**config.mk**
```make
export PLATFORM = sky130hd
export DESIGN_NAME = rcr_top
export DESIGN_NICKNAME = d
export VERILOG_FILES = /design/src/rcr_pkg.sv /design/src/rcr_pin_mon.sv /design/src/rcr_pulse_gen.sv /design/src/rcr_top.sv
export VERILOG_INCLUDE_DIRS = /design/src
export SDC_FILE = /design/constraint.sdc
export NUM_CORES = 1
export LEC_CHECK = 0
export BUFFER_PORTS_ARGS = -buffer_cell sky130_fd_sc_hd__buf_2
export CELL_PAD_IN_SITES_DETAIL_PLACEMENT = 0
export CELL_PAD_IN_SITES_GLOBAL_PLACEMENT = 2
export CORE_ASPECT_RATIO = 2
export CORE_UTILIZATION = 35
export CTS_BUF_LIST = sky130_fd_sc_hd__clkbuf_8
export DETAILED_ROUTE_END_ITERATION = 16
export MAX_ROUTING_LAYER = met4
export PLACE_DENSITY = 0.94
export SLEW_MARGIN = 20
export SYNTH_ARGS = -nofsm -noshare
export SYNTH_HDL_FRONTEND = slang
export SYNTH_HIERARCHICAL = 1
export SYNTH_SLANG_ARGS = --single-unit
```
**constraint.sdc**
```tcl
create_clock -name CLK -period 3.1 [get_ports CLK]
set_input_delay 0.31 -clock CLK [delete_from_list [all_inputs] [get_ports CLK]]
set_output_delay 0.31 -clock CLK [all_outputs]
set_load 0.02 [all_outputs]
```
**src/rcr_defs.svh**
```systemverilog
// Summary of operation
// - keyed command write with bit 0 set resets the processor
// - keyed command write with bit 2 set resets the peripherals
// - keyed command write with bit 3 set drives the reset pin low
// - command and mode writes need 0xa5 in the top byte, else discarded
// - status bit 0 shows a pin falling edge since the last status read
// - three-bit cause field: general, wake-up, watchdog, software, user
// - reading status leaves the cause field unchanged
// - cause field resets to 1 after main-only power-up, 0 after backup power-up
// - status bit 16 shows the reset pin level sampled on the clock
// - status bit 17 is high while a software reset runs
// - mode bit 0 set lets a low pin level start a user reset
// - mode bit 4 raises the interrupt on the edge flag if user reset is off
// - pin pulse lasts two to the power of (mode bits 11:8 plus one) ticks
// - reading status clears the edge flag and its interrupt
// - command writes are ignored while a software reset is busy
// - a software reset lasts two slow clock cycles, then busy clears
// - software cause is recorded only when the processor bit was set
`ifndef RCR_DEFS_SVH
`define RCR_DEFS_SVH

// register byte offsets
`define RCR_OFF_CMD 5'h00
`define RCR_OFF_STATUS 5'h04
`define RCR_OFF_MODE 5'h08
`define RCR_OFF_EVENT 5'h0c
`define RCR_OFF_MASK 5'h10

// password
`define RCR_KEY 8'ha5
`define RCR_KEY_LSB 24

// command fields
`define RCR_CMD_CPU 0
`define RCR_CMD_PERIPH 2
`define RCR_CMD_PIN 3

// status fields
`define RCR_ST_FALL 0
`define RCR_ST_CAUSE_LSB 8
`define RCR_ST_LEVEL 16
`define RCR_ST_BUSY 17

// mode fields
`define RCR_MD_PIN_EN 0
`define RCR_MD_IRQ_EN 4
`define RCR_MD_LEN_LSB 8

// reset values and timing
`define RCR_MODE_RST 32'h0000_0000
`define RCR_EVT_RST 3'h0
`define RCR_SW_RESET_TICKS 2'h2

`endif

```
**src/rcr_pkg.sv**
```systemverilog
package rcr_pkg;

    // reset cause codes as reported in status
    typedef enum logic [2:0] {
        CAUSE_GENERAL = 3'h0,
        CAUSE_WAKEUP = 3'h1,
        CAUSE_WATCHDOG = 3'h2,
        CAUSE_SOFTWARE = 3'h3,
        CAUSE_USER = 3'h4
    } rcr_cause_e;

    // reset sequencer states
    typedef enum logic [1:0] {
        ST_IDLE,
        ST_SW,
        ST_USER
    } rcr_state_e;

    typedef logic [31:0] rcr_word_t;

endpackage : rcr_pkg

```
**src/rcr_pin_mon.sv**
```systemverilog
`timescale 1ns/1ps
module rcr_pin_mon (
    input wire logic clk,
    input wire logic rst_n,
    input wire logic pin_in,
    output logic level_q,
    output logic fall
);
    logic prev_q;

    // pin sampled on every rising clock edge, idle level high
    always_ff @(posedge clk or negedge rst_n) begin
        if (!rst_n) begin
            level_q <= 1'b1;
            prev_q <= 1'b1;
        end else begin
            level_q <= pin_in;
            prev_q <= level_q;
        end
    end

    // high-to-low transition of the sampled level
    assign fall = prev_q & ~level_q;
endmodule : rcr_pin_mon

```
**src/rcr_pulse_gen.sv**
```systemverilog
`timescale 1ns/1ps
module rcr_pulse_gen #(
    parameter int LEN_W = 4
) (
    input wire logic clk,
    input wire logic rst_n,
    input wire logic start,
    input wire logic tick,
    input wire logic [LEN_W-1:0] len,
    output logic active_q,
    output logic done
);
    localparam int CNT_W = (1 << LEN_W) + 1;
    logic [CNT_W-1:0] one_w;
    logic [CNT_W-1:0] last_q;
    logic [CNT_W-1:0] cnt_q;

    assign one_w = CNT_W'(1);
    // ends on the tick that completes the programmed count
    assign done = active_q && tick && (cnt_q == last_q);

    // pulse length is captured at start, later mode writes do not stretch it
    always_ff @(posedge clk or negedge rst_n) begin
        if (!rst_n) begin
            active_q <= 1'b0;
            cnt_q <= '0;
            last_q <= '0;
        end else if (start && !active_q) begin
            active_q <= 1'b1;
            cnt_q <= '0;
            last_q <= (one_w << ({1'b0, len} + (LEN_W+1)'(1))) - one_w;
        end else if (done) begin
            active_q <= 1'b0;
        end else if (active_q && tick) begin
            cnt_q <= cnt_q + one_w;
        end
    end
endmodule : rcr_pulse_gen

```
**src/rcr_top.sv**
```systemverilog
`timescale 1ns/1ps
`include "rcr_defs.svh"
module rcr_top
    import rcr_pkg::*;
#(
    parameter int LEN_W = 4
) (
    input wire logic CLK,
    input wire logic RESET_N,
    input wire logic SLOW_CLK,
    input wire logic MAIN_ONLY_POWERUP,
    input wire logic WDOG_FAULT,
    input wire logic [4:0] AVS_ADDRESS,
    input wire logic AVS_READ,
    input wire logic AVS_WRITE,
    input wire logic [31:0] AVS_WRITEDATA,
    output logic [31:0] AVS_READDATA,
    output logic AVS_WAITREQUEST,
    input wire logic PIN_RST_IN,
    output logic PIN_RST_OUT,
    output logic PIN_RST_OE,
    output logic CPU_RESET_N,
    output logic PERIPH_RESET_N,
    output logic IRQ
);
    ////////////////////////////////////////////////////////////////////////
    // declarations
    rcr_state_e state_q;
    rcr_cause_e cause_q;
    logic ack_q;
    logic wr_go;
    logic rd_go;
    logic key_ok;
    logic cmd_go;
    logic mode_wr;
    logic status_rd;
    logic slow_q;
    logic tick;
    logic [1:0] sw_cnt_q;
    logic sw_end;
    logic cpu_req_q;
    logic per_req_q;
    logic init_q;
    logic fall_q;
    logic [31:0] mode_q;
    logic [2:0] evt_q;
    logic [2:0] mask_q;
    logic [2:0] evt_set;
    logic pin_level;
    logic pin_fall;
    logic pulse_active;
    logic pulse_done;
    logic pulse_guard_q;
    logic user_start;
    logic [31:0] rdata_d;
    logic [31:0] rdata_q;
    logic [1:0] chk_ticks_q;

    // true when the written word carries the password
    function automatic logic key_match(input logic [31:0] w);
        return w[`RCR_KEY_LSB +: 8] == `RCR_KEY;
    endfunction : key_match

    ////////////////////////////////////////////////////////////////////////
    // avalon slave: one wait cycle, then the access completes
    assign AVS_WAITREQUEST = (AVS_READ | AVS_WRITE) & ~ack_q;
    assign wr_go = AVS_WRITE & ack_q;
    assign rd_go = AVS_READ & ack_q;
    assign key_ok = key_match(AVS_WRITEDATA);
    assign status_rd = rd_go && (AVS_ADDRESS == `RCR_OFF_STATUS);
    assign mode_wr = wr_go && (AVS_ADDRESS == `RCR_OFF_MODE) && key_ok;
    // command accepted only when idle and at least one action bit set
    assign cmd_go = wr_go && (AVS_ADDRESS == `RCR_OFF_CMD) && key_ok
        && (state_q == ST_IDLE)
        && (AVS_WRITEDATA[`RCR_CMD_CPU] || AVS_WRITEDATA[`RCR_CMD_PERIPH]
        || AVS_WRITEDATA[`RCR_CMD_PIN]);

    // acknowledge toggles so back-to-back requests each see one wait cycle
    always_ff @(posedge CLK or negedge RESET_N) begin
        if (!RESET_N) begin
            ack_q <= 1'b0;
        end else begin
            ack_q <= (AVS_READ | AVS_WRITE) & ~ack_q;
        end
    end

    // read mux, reserved bits and unmapped offsets read zero
    always_comb begin
        rdata_d = '0;
        case (AVS_ADDRESS)
            `RCR_OFF_STATUS: begin
                rdata_d[`RCR_ST_FALL] = fall_q;
                rdata_d[`RCR_ST_CAUSE_LSB +: 3] = cause_q;
                rdata_d[`RCR_ST_LEVEL] = pin_level;
                rdata_d[`RCR_ST_BUSY] = (state_q == ST_SW);
            end
            `RCR_OFF_MODE: rdata_d = mode_q;
            `RCR_OFF_EVENT: rdata_d[2:0] = evt_q;
            `RCR_OFF_MASK: rdata_d[2:0] = mask_q;
            default: rdata_d = '0;
        endcase
    end

    // read data captured in the wait cycle and held through completion
    always_ff @(posedge CLK or negedge RESET_N) begin
        if (!RESET_N) begin
            rdata_q <= '0;
        end else if (AVS_READ && !ack_q) begin
            rdata_q <= rdata_d;
        end
    end
    assign AVS_READDATA = rdata_q;

    ////////////////////////////////////////////////////////////////////////
    // mode register, keyed, only defined fields stored
    always_ff @(posedge CLK or negedge RESET_N) begin
        if (!RESET_N) begin
            mode_q <= `RCR_MODE_RST;
        end else if (mode_wr) begin
            mode_q <= '0;
            mode_q[`RCR_MD_PIN_EN] <= AVS_WRITEDATA[`RCR_MD_PIN_EN];
            mode_q[`RCR_MD_IRQ_EN] <= AVS_WRITEDATA[`RCR_MD_IRQ_EN];
            mode_q[`RCR_MD_LEN_LSB +: LEN_W] <=
                AVS_WRITEDATA[`RCR_MD_LEN_LSB +: LEN_W];
        end
    end

    ////////////////////////////////////////////////////////////////////////
    // slow clock rising edge as a tick in the master clock domain
    always_ff @(posedge CLK or negedge RESET_N) begin
        if (!RESET_N) begin
            slow_q <= 1'b0;
        end else begin
            slow_q <= SLOW_CLK;
        end
    end
    assign tick = SLOW_CLK & ~slow_q;

    ////////////////////////////////////////////////////////////////////////
    // pin sampling and pulse generation
    rcr_pin_mon u_pin_mon (
        .clk(CLK),
        .rst_n(RESET_N),
        .pin_in(PIN_RST_IN),
        .level_q(pin_level),
        .fall(pin_fall)
    );

    rcr_pulse_gen #(.LEN_W(LEN_W)) u_pulse (
        .clk(CLK),
        .rst_n(RESET_N),
        .start(cmd_go && AVS_WRITEDATA[`RCR_CMD_PIN]),
        .tick(tick),
        .len(mode_q[`RCR_MD_LEN_LSB +: LEN_W]),
        .active_q(pulse_active),
        .done(pulse_done)
    );

    // open-drain pin, only ever pulled low
    assign PIN_RST_OUT = 1'b0;
    assign PIN_RST_OE = pulse_active;

    // own pulse, plus the sampling lag after it, never starts a user reset
    always_ff @(posedge CLK or negedge RESET_N) begin
        if (!RESET_N) begin
            pulse_guard_q <= 1'b0;
        end else begin
            pulse_guard_q <= pulse_active;
        end
    end
    assign user_start = mode_q[`RCR_MD_PIN_EN] && !pin_level
        && !pulse_active && !pulse_guard_q;

    ////////////////////////////////////////////////////////////////////////
    // reset sequencer
    assign sw_end = (state_q == ST_SW) && tick
        && (sw_cnt_q == `RCR_SW_RESET_TICKS - 2'h1);

    always_ff @(posedge CLK or negedge RESET_N) begin
        if (!RESET_N) begin
            state_q <= ST_IDLE;
            sw_cnt_q <= '0;
            cpu_req_q <= 1'b0;
            per_req_q <= 1'b0;
        end else begin
            case (state_q)
                ST_IDLE: begin
                    sw_cnt_q <= '0;
                    if (cmd_go) begin
                        state_q <= ST_SW;
                        cpu_req_q <= AVS_WRITEDATA[`RCR_CMD_CPU];
                        per_req_q <= AVS_WRITEDATA[`RCR_CMD_PERIPH];
                    end else if (user_start) begin
                        state_q <= ST_USER;
                    end
                end
                ST_SW: begin
                    if (sw_end) begin
                        state_q <= ST_IDLE;
                        cpu_req_q <= 1'b0;
                        per_req_q <= 1'b0;
                    end else if (tick) begin
                        sw_cnt_q <= sw_cnt_q + 2'h1;
                    end
                end
                ST_USER: begin
                    if (pin_level) begin
                        state_q <= ST_IDLE;
                    end
                end
                default: state_q <= ST_IDLE;
            endcase
        end
    end

    // reset outputs from flops
    always_ff @(posedge CLK or negedge RESET_N) begin
        if (!RESET_N) begin
            CPU_RESET_N <= 1'b1;
            PERIPH_RESET_N <= 1'b1;
        end else begin
            CPU_RESET_N <= !((state_q == ST_SW && cpu_req_q)
                || state_q == ST_USER);
            PERIPH_RESET_N <= !((state_q == ST_SW && per_req_q)
                || state_q == ST_USER);
        end
    end

    ////////////////////////////////////////////////////////////////////////
    // reset cause, power-up strap caught on the first edge after release
    always_ff @(posedge CLK or negedge RESET_N) begin
        if (!RESET_N) begin
            init_q <= 1'b0;
            cause_q <= CAUSE_GENERAL;
        end else begin
            init_q <= 1'b1;
            if (!init_q) begin
                cause_q <= MAIN_ONLY_POWERUP ? CAUSE_WAKEUP
                    : CAUSE_GENERAL;
            end else if (WDOG_FAULT) begin
                cause_q <= CAUSE_WATCHDOG;
            end else if (sw_end && cpu_req_q) begin
                cause_q <= CAUSE_SOFTWARE;
            end else if (state_q == ST_USER && pin_level) begin
                cause_q <= CAUSE_USER;
            end
        end
    end

    ////////////////////////////////////////////////////////////////////////
    // pin edge flag, cleared only by a read that returned it set
    always_ff @(posedge CLK or negedge RESET_N) begin
        if (!RESET_N) begin
            fall_q <= 1'b0;
        end else if (pin_fall) begin
            fall_q <= 1'b1;
        end else if (status_rd && rdata_q[`RCR_ST_FALL]) begin
            fall_q <= 1'b0;
        end
    end

    ////////////////////////////////////////////////////////////////////////
    // event status: sw reset done, pin pulse done, user reset done
    assign evt_set = {state_q == ST_USER && pin_level, pulse_done, sw_end};

    always_ff @(posedge CLK or negedge RESET_N) begin
        if (!RESET_N) begin
            evt_q <= `RCR_EVT_RST;
        end else if (wr_go && AVS_ADDRESS == `RCR_OFF_EVENT) begin
            evt_q <= (evt_q & ~AVS_WRITEDATA[2:0]) | evt_set;
        end else begin
            evt_q <= evt_q | evt_set;
        end
    end

    always_ff @(posedge CLK or negedge RESET_N) begin
        if (!RESET_N) begin
            mask_q <= `RCR_EVT_RST;
        end else if (wr_go && AVS_ADDRESS == `RCR_OFF_MASK) begin
            mask_q <= AVS_WRITEDATA[2:0];
        end
    end

    // interrupt level
    assign IRQ = (fall_q && mode_q[`RCR_MD_IRQ_EN]
        && !mode_q[`RCR_MD_PIN_EN]) || |(evt_q & mask_q);

    ////////////////////////////////////////////////////////////////////////
    // checks
    // slow ticks seen in the current software reset, apart from sw_cnt_q
    always_ff @(posedge CLK or negedge RESET_N) begin
        if (!RESET_N) begin
            chk_ticks_q <= 2'h0;
        end else begin
            chk_ticks_q <= (state_q != ST_SW) ? 2'h0
                : chk_ticks_q + {1'b0, tick};
        end
    end
endmodule : rcr_top

```
* After elaboration in Yosys (flattened, before gate mapping)
Cells that the tools add are included.
Word-level totals: bits in registers 83, memory bits (writable) 0, latch bits 0, bits in read-only memories 0, memories 0
Cells by class: equality and inequality tests 17, reductions and logical operators 49, shift-type cells 1, div/mod/pow operators 0, multiplexer cells 32, add/subtract/negate cells 4, $mul 0, bitwise gates (word level) 14, order comparisons 0
Operators with widths (number):
- 17-bit 2-to-1 mux | 3
- 1-bit logical AND | 26
- 17-bit by 1-bit adder with 17-bit output (second input constant) | 1
- 17-bit == test | 1
- 1-bit by 5-bit << shifter with 17-bit output (first input constant) | 1
- 17-bit by 1-bit subtractor with 17-bit output (second input constant) | 1
- 2-bit 2-to-1 mux | 8
- 3-bit 2-to-1 mux | 5
- 5-bit by 4-bit == test with 1-bit output (second input constant) | 2
- 1-bit 2-to-1 mux | 9
- 3-bit AND reduction | 3
- 8-bit == test (second input constant) | 1
- 2-bit != test (second input constant) | 4
- 2-bit one-hot mux with 2 select lines | 2
- 2-bit nonzero test | 4
- 1-bit logical NOT | 7
- 3-bit bitwise AND | 2
- 3-bit bitwise OR | 2
- 2-bit one-hot mux with 3 select lines | 1
- 3-bit one-hot mux with 2 select lines | 1
- 4-bit by 1-bit adder with 5-bit output (second input constant) | 1
- 1-bit bitwise AND | 5
- 5-bit by 3-bit == test with 1-bit output (second input constant) | 1
- 5-bit == test (second input constant) | 1
- other kinds (16) | 25

* Depth between registers and ports, before layout
word-level depth 9, gate-level depth with buffers 11

* Modules after synthesis
The synthesis kept the hierarchy.
By module, submodules not included:
- rcr_pulse_gen | area an instance 2006.9 um2, instances 1, cells each 225, sequential area each 875.8 um2
- rcr_top | area an instance 1890.6 um2, instances 1, cells each 182, sequential area each 953.4 um2
- rcr_pin_mon | area an instance 66.3 um2, instances 1, cells each 3, sequential area each 52.6 um2

* Worst setup path before layout
OpenSTA, ideal clock, no wires.
path kind input to register, start input AVS_ADDRESS[2], end register u_pulse.cnt_q[14], data arrival time 2269 ps, stages 10, setup slack 753 ps, path through clkbuf_8 nor4_1 nand2_1 nor3_1 nor2b_1 clkbuf_1 o211ai_1 or2_2 or3_1 a21oi_1
On the way: longest elaborated chain between the ends 9, elaborated cells between the ends (all ways) 11, those cells by class 1 x eq/ne; 1 x mux; 9 x reduce/logical
Ends and longest elaborated chain:
- start: declaration | line rcr_top.sv:13 | input wire logic [4:0] AVS_ADDRESS,
- 5-bit logical NOT (no source line) *
- 1-bit logical AND * (4 in series) | line rcr_top.sv:73 | assign cmd_go = wr_go && (AVS_ADDRESS == `RCR_OFF_CMD) && key_ok
- 1-bit logical AND * | line rcr_top.sv:152 | .start(cmd_go && AVS_WRITEDATA[`RCR_CMD_PIN]),
- 1-bit logical AND * | line rcr_pulse_gen.sv:28 | end else if (start && !active_q) begin
- 2-bit by 1-bit != test with 1-bit output (no source line) / 2-bit nonzero test (equally long branches)
- 2-bit AND reduction (no source line)
- end signal: assignment | line rcr_pulse_gen.sv:35 | cnt_q <= cnt_q + one_w;
- end: declaration | line rcr_pulse_gen.sv:16 | logic [CNT_W-1:0] cnt_q;
Every way passes the cells marked *; elsewhere a longest branch is shown, timed or not. A chain may end at the register's enable or synchronous reset.

* Worst setup path after layout
start register state_q[0], end register u_pulse.cnt_q[14]
On the way: longest elaborated chain between the ends 7, elaborated cells between the ends (all ways) 9, those cells by class 1 x eq/ne; 1 x mux; 7 x reduce/logical
Ends and longest elaborated chain:
- start: declaration | line rcr_top.sv:28 | rcr_state_e state_q;
- start signal: assignment | line rcr_top.sv:181 | state_q <= ST_IDLE;
- start signal: assignment | line rcr_top.sv:190 | state_q <= ST_SW;
- start signal: assignment | line rcr_top.sv:194 | state_q <= ST_USER;
- 2-bit logical NOT * | line rcr_top.sv:74 | && (state_q == ST_IDLE)
- 1-bit logical AND * (2 in series) | line rcr_top.sv:73
- 1-bit logical AND * | line rcr_top.sv:152
- 1-bit logical AND * | line rcr_pulse_gen.sv:28
- 2-bit by 1-bit != test with 1-bit output (no source line) / 2-bit nonzero test (equally long branches)
- 2-bit AND reduction (no source line)
Marks and branches as above.

==> impl_metrics.json <==
{
  "status": "finished, final reports clean",
  "ys_seq_area_frac": 0.4747,
  "crit_start": "state_q[0]$_DFFE_PN0P_",
  "finClkSkew_ns": 0.008693,
  "die-area_um2": 11780,
  "path_cells": "nor4_1, nand2_1, nor3_1, nor2b_1, o211ai_1, or2_2, or3_1, a21oi_1",
  "startpoint_type": "flop",
  "final_net_count": 497,
  "leakage_nw": 2.140,
  "p_per_area_nw_per_um2": 441.3,
  "required_ns": 3.38,
  "grt_pass1_vias": 3127,
  "clock_latency_ns": 0.35,
  "die_height_um": 152.5,
  "rows": 54,
  "cts_setup_buffers": 0,
  "wl_per_cell_um": 16.91,
  "tightest_slew_ns": 0.9584,
  "cts-resized-gates": 0,
  "worstPathArrival_ns": 2.67,
  "ys_async_sr_fraction": 1.000,
  "criticalPathCategory": "flop to flop",
  "fin_setup_tns_ns": 0,
  "fin_crit_sh": 0.7694,
  "ys_types": 60,
  "place_area_um2": 4199,
  "vias_per_cell": 5.297,
  "timing.max_cap.violations": 0,
  "io-pin-count": 83,
  "swShare": 0.2480,
  "wl_um": 10030,
  "power_w": 0.001939,
  "r2r-start": "state_q[0]$_DFFE_PN0P_",
  "setup_viol": 0,
  "hold_start": "PIN_RST_IN",
  "path_buf_inv": 0,
  "grt_max_degree": 76,
  "fmax_ghz": 0.4192,
  "min_period_ns": 2.385,
  "fin_area_um2": 4393,
  "cts_buffers": 9,
  "place_hpwl_um": 7682,
  "final_hold_viol_count": 0,
  "grt_pass1_wl_um": 16220,
  "p_seq_frac": 0.530,
  "initial_core_util": 0.3621,
  "max-vdd-ir-drop_uv": 382.9,
  "combPwrFrac": 0.082,
  "synth_edf_count": 0,
  "final_layout_size_suffix_gt1_frac": 0.1832,
  "holdBufCountCts": 0,
  "place_congestion": 0.8818,
  "drt-pass1-iter-count": 4,
  "r2r_slack_ns": 0.71,
  "cts-htree-levels": 3,
  "via_count": 3141,
  "cts_buffer_depth": 2,
  "synth_area_leaders": "dfrtp_1, nand2_1, buf_4",
  "slew_violations": 0,
  "clkPwrFrac": 0.388,
  "p_switching_w": 0.0004807,
  "dp_slack_ns": 0.4958,
  "n_antenna_cell": 0,
  "path_delay_family": "simple AND/OR/NAND/NOR gates",
  "fillerInstances": 1163,
  "cts_sinks": 75,
  "grt_remaining_overflow": 0,
  "io_buffers": 44,
  "max_slew_margin": 0.3610,
  "fin_ws_ns": 0.7147,
  "path_max_fanout": 6,
  "cpPeakStageDelay_ns": 0.45,
  "cts_tree": "built",
  "endpoint_kind": "flop",
  "dr.first_iter.drc_count": 163,
  "ys.flop_type": "dfrtp_1",
  "syn_inst": 410,
  "syn-cell-area_um2": 3964,
  "slowest_stage": "dfrtp_1",
  "yosysWarningCount": 6,
  "synth-seq-cells": 75,
  "track_usage": 0.1866,
  "antenna_found_initial": 0,
  "synth.avg_cell_area_um2": 9.668,
  "die_x_um": 77.25,
  "internal_power_w": 0.001458,
  "rsz0062_at_grt": "false",
  "drc_errors": 0,
  "synth_area_leader_cell": "dfrtp_1",
  "hp-class": "input port to flop",
  "ant_nets": 0,
  "syn_to_final_growth_pct": 10.83,
  "yosysTopAreaCellShare": 0.4482,
  "cts.clk_slew.worst_paths_ns": 0.07,
  "cts_root_buffer": "clkbuf_8",
  "core-area_um2": 10950
}
==> logic make-up after synthesis <==
kind of cell,share of synthesized area
fa+ha+maj,0.009471
xor+xnor,0.04419
flops,0.4747
other cells,0.002841
mux,0.04356
simple gates,0.2131
compound gates,0.1379
buf+inv,0.07418
==> registers in the layout (all words and copies together) (netlist names), 2 cells and up <==
name,flops
u_pulse/cnt_q,17
u_pulse/last_q,17
sw_cnt_q,2
cause_q,3
evt_q,3
state_q,2
mode_q,6
AVS_READDATA,10
mask_q,3
==> worst paths after layout <==
check	depth (start not counted)	end
hold / removal	1	u_pin_mon/level_q$_DFF_PN1_
hold reg to reg	0	u_pin_mon/prev_q$_DFF_PN1_
setup / recovery	8	u_pulse/cnt_q[14]$_DFFE_PN0P_
min in group asynchronous	1	u_pulse/cnt_q[4]$_DFFE_PN0P_
max in group asynchronous	1	AVS_READDATA[9]$_DFFE_PN0P_
setup reg to reg	8	u_pulse/cnt_q[14]$_DFFE_PN0P_
==> cells in the final DEF (no fill, tap or decap), drive strengths merged, types with 4 or more instances in the layout <==
cell type	n
nor2b	5
a21oi	16
a31oi	6
dfstp	4
nand4	5
nor4	11
buf	46
or3	10
nand2	52
a221oi	6
dfrtp	71
o31ai	5
mux2	10
and3	5
nor2	29
nand2b	7
o21ai	32
xnor2	4
mux2i	6
nand3	13
clkbuf	11
conb	25
xor2	16
inv	11
==> metrics by stage <==
step,std cells,util,hold slack (ns)
2_1_floorplan,432,-,0.01441
3_3_place_gp,578,0.3836,0.4179
3_5_place_dp,578,0.3836,0.4186
4_1_cts,593,0.4013,0.03350
5_1_grt,593,0.4013,0.02855
6_report,593,0.4013,0.05409
==> metal layers <==
metal / wire length, um / track usage
met4: 364 / 0.1051
met2: 5862 / 0.3489
met3: 346 / 0.02814
met1: 3451 / 0.1752
met5: 0 / -
==> cell usage after synthesis (4+ instances only) <==
cell,count
dfrtp_1,71
clkbuf_1,12
inv_1,9
dfstp_2,4
o31ai_1,5
mux2i_1,6
nand3_1,12
nand2b_1,7
a31oi_1,6
nand2_1,52
nand4_1,5
a221oi_1,6
a21oi_1,16
mux2_2,10
nor4_1,10
buf_4,24
or3_1,9
nor2b_1,4
nor2_1,29
xor2_1,16
o21ai_0,31
xnor2_1,4
and3_1,4
==> power groups by stage <==
| stage | registers, W | clock network (W) | logic, W |
|---|---|---|---|
| 2_1_floorplan | 0.00105 | 0 | 0.000104 |
| 3_3_place_gp | 0.00105 | 0 | 0.000158 |
| 3_5_place_dp | 0.00105 | 0 | 0.000161 |
| 4_1_cts | 0.00103 | 0.000775 | 0.000162 |
| 5_1_grt | 0.00103 | 0.000815 | 0.000177 |
| 6_report | 0.00103 | 0.000753 | 0.000159 |
==> layout make-up <==
class | count | area [um2] | area share
repair buffers | 46 | 237.7 | 0.05412
clock buffers | 11 | 151.4 | 0.03446
well taps | 140 | 175.2 | 0.03987
flip-flops and latches | 75 | 1882 | 0.4284
multi-input cells | 308 | 1871 | 0.4258
clock inverters | 4 | 42.54 | 0.009684
inverters | 9 | 33.78 | 0.007690
Power figures use the tool's default switching activity.
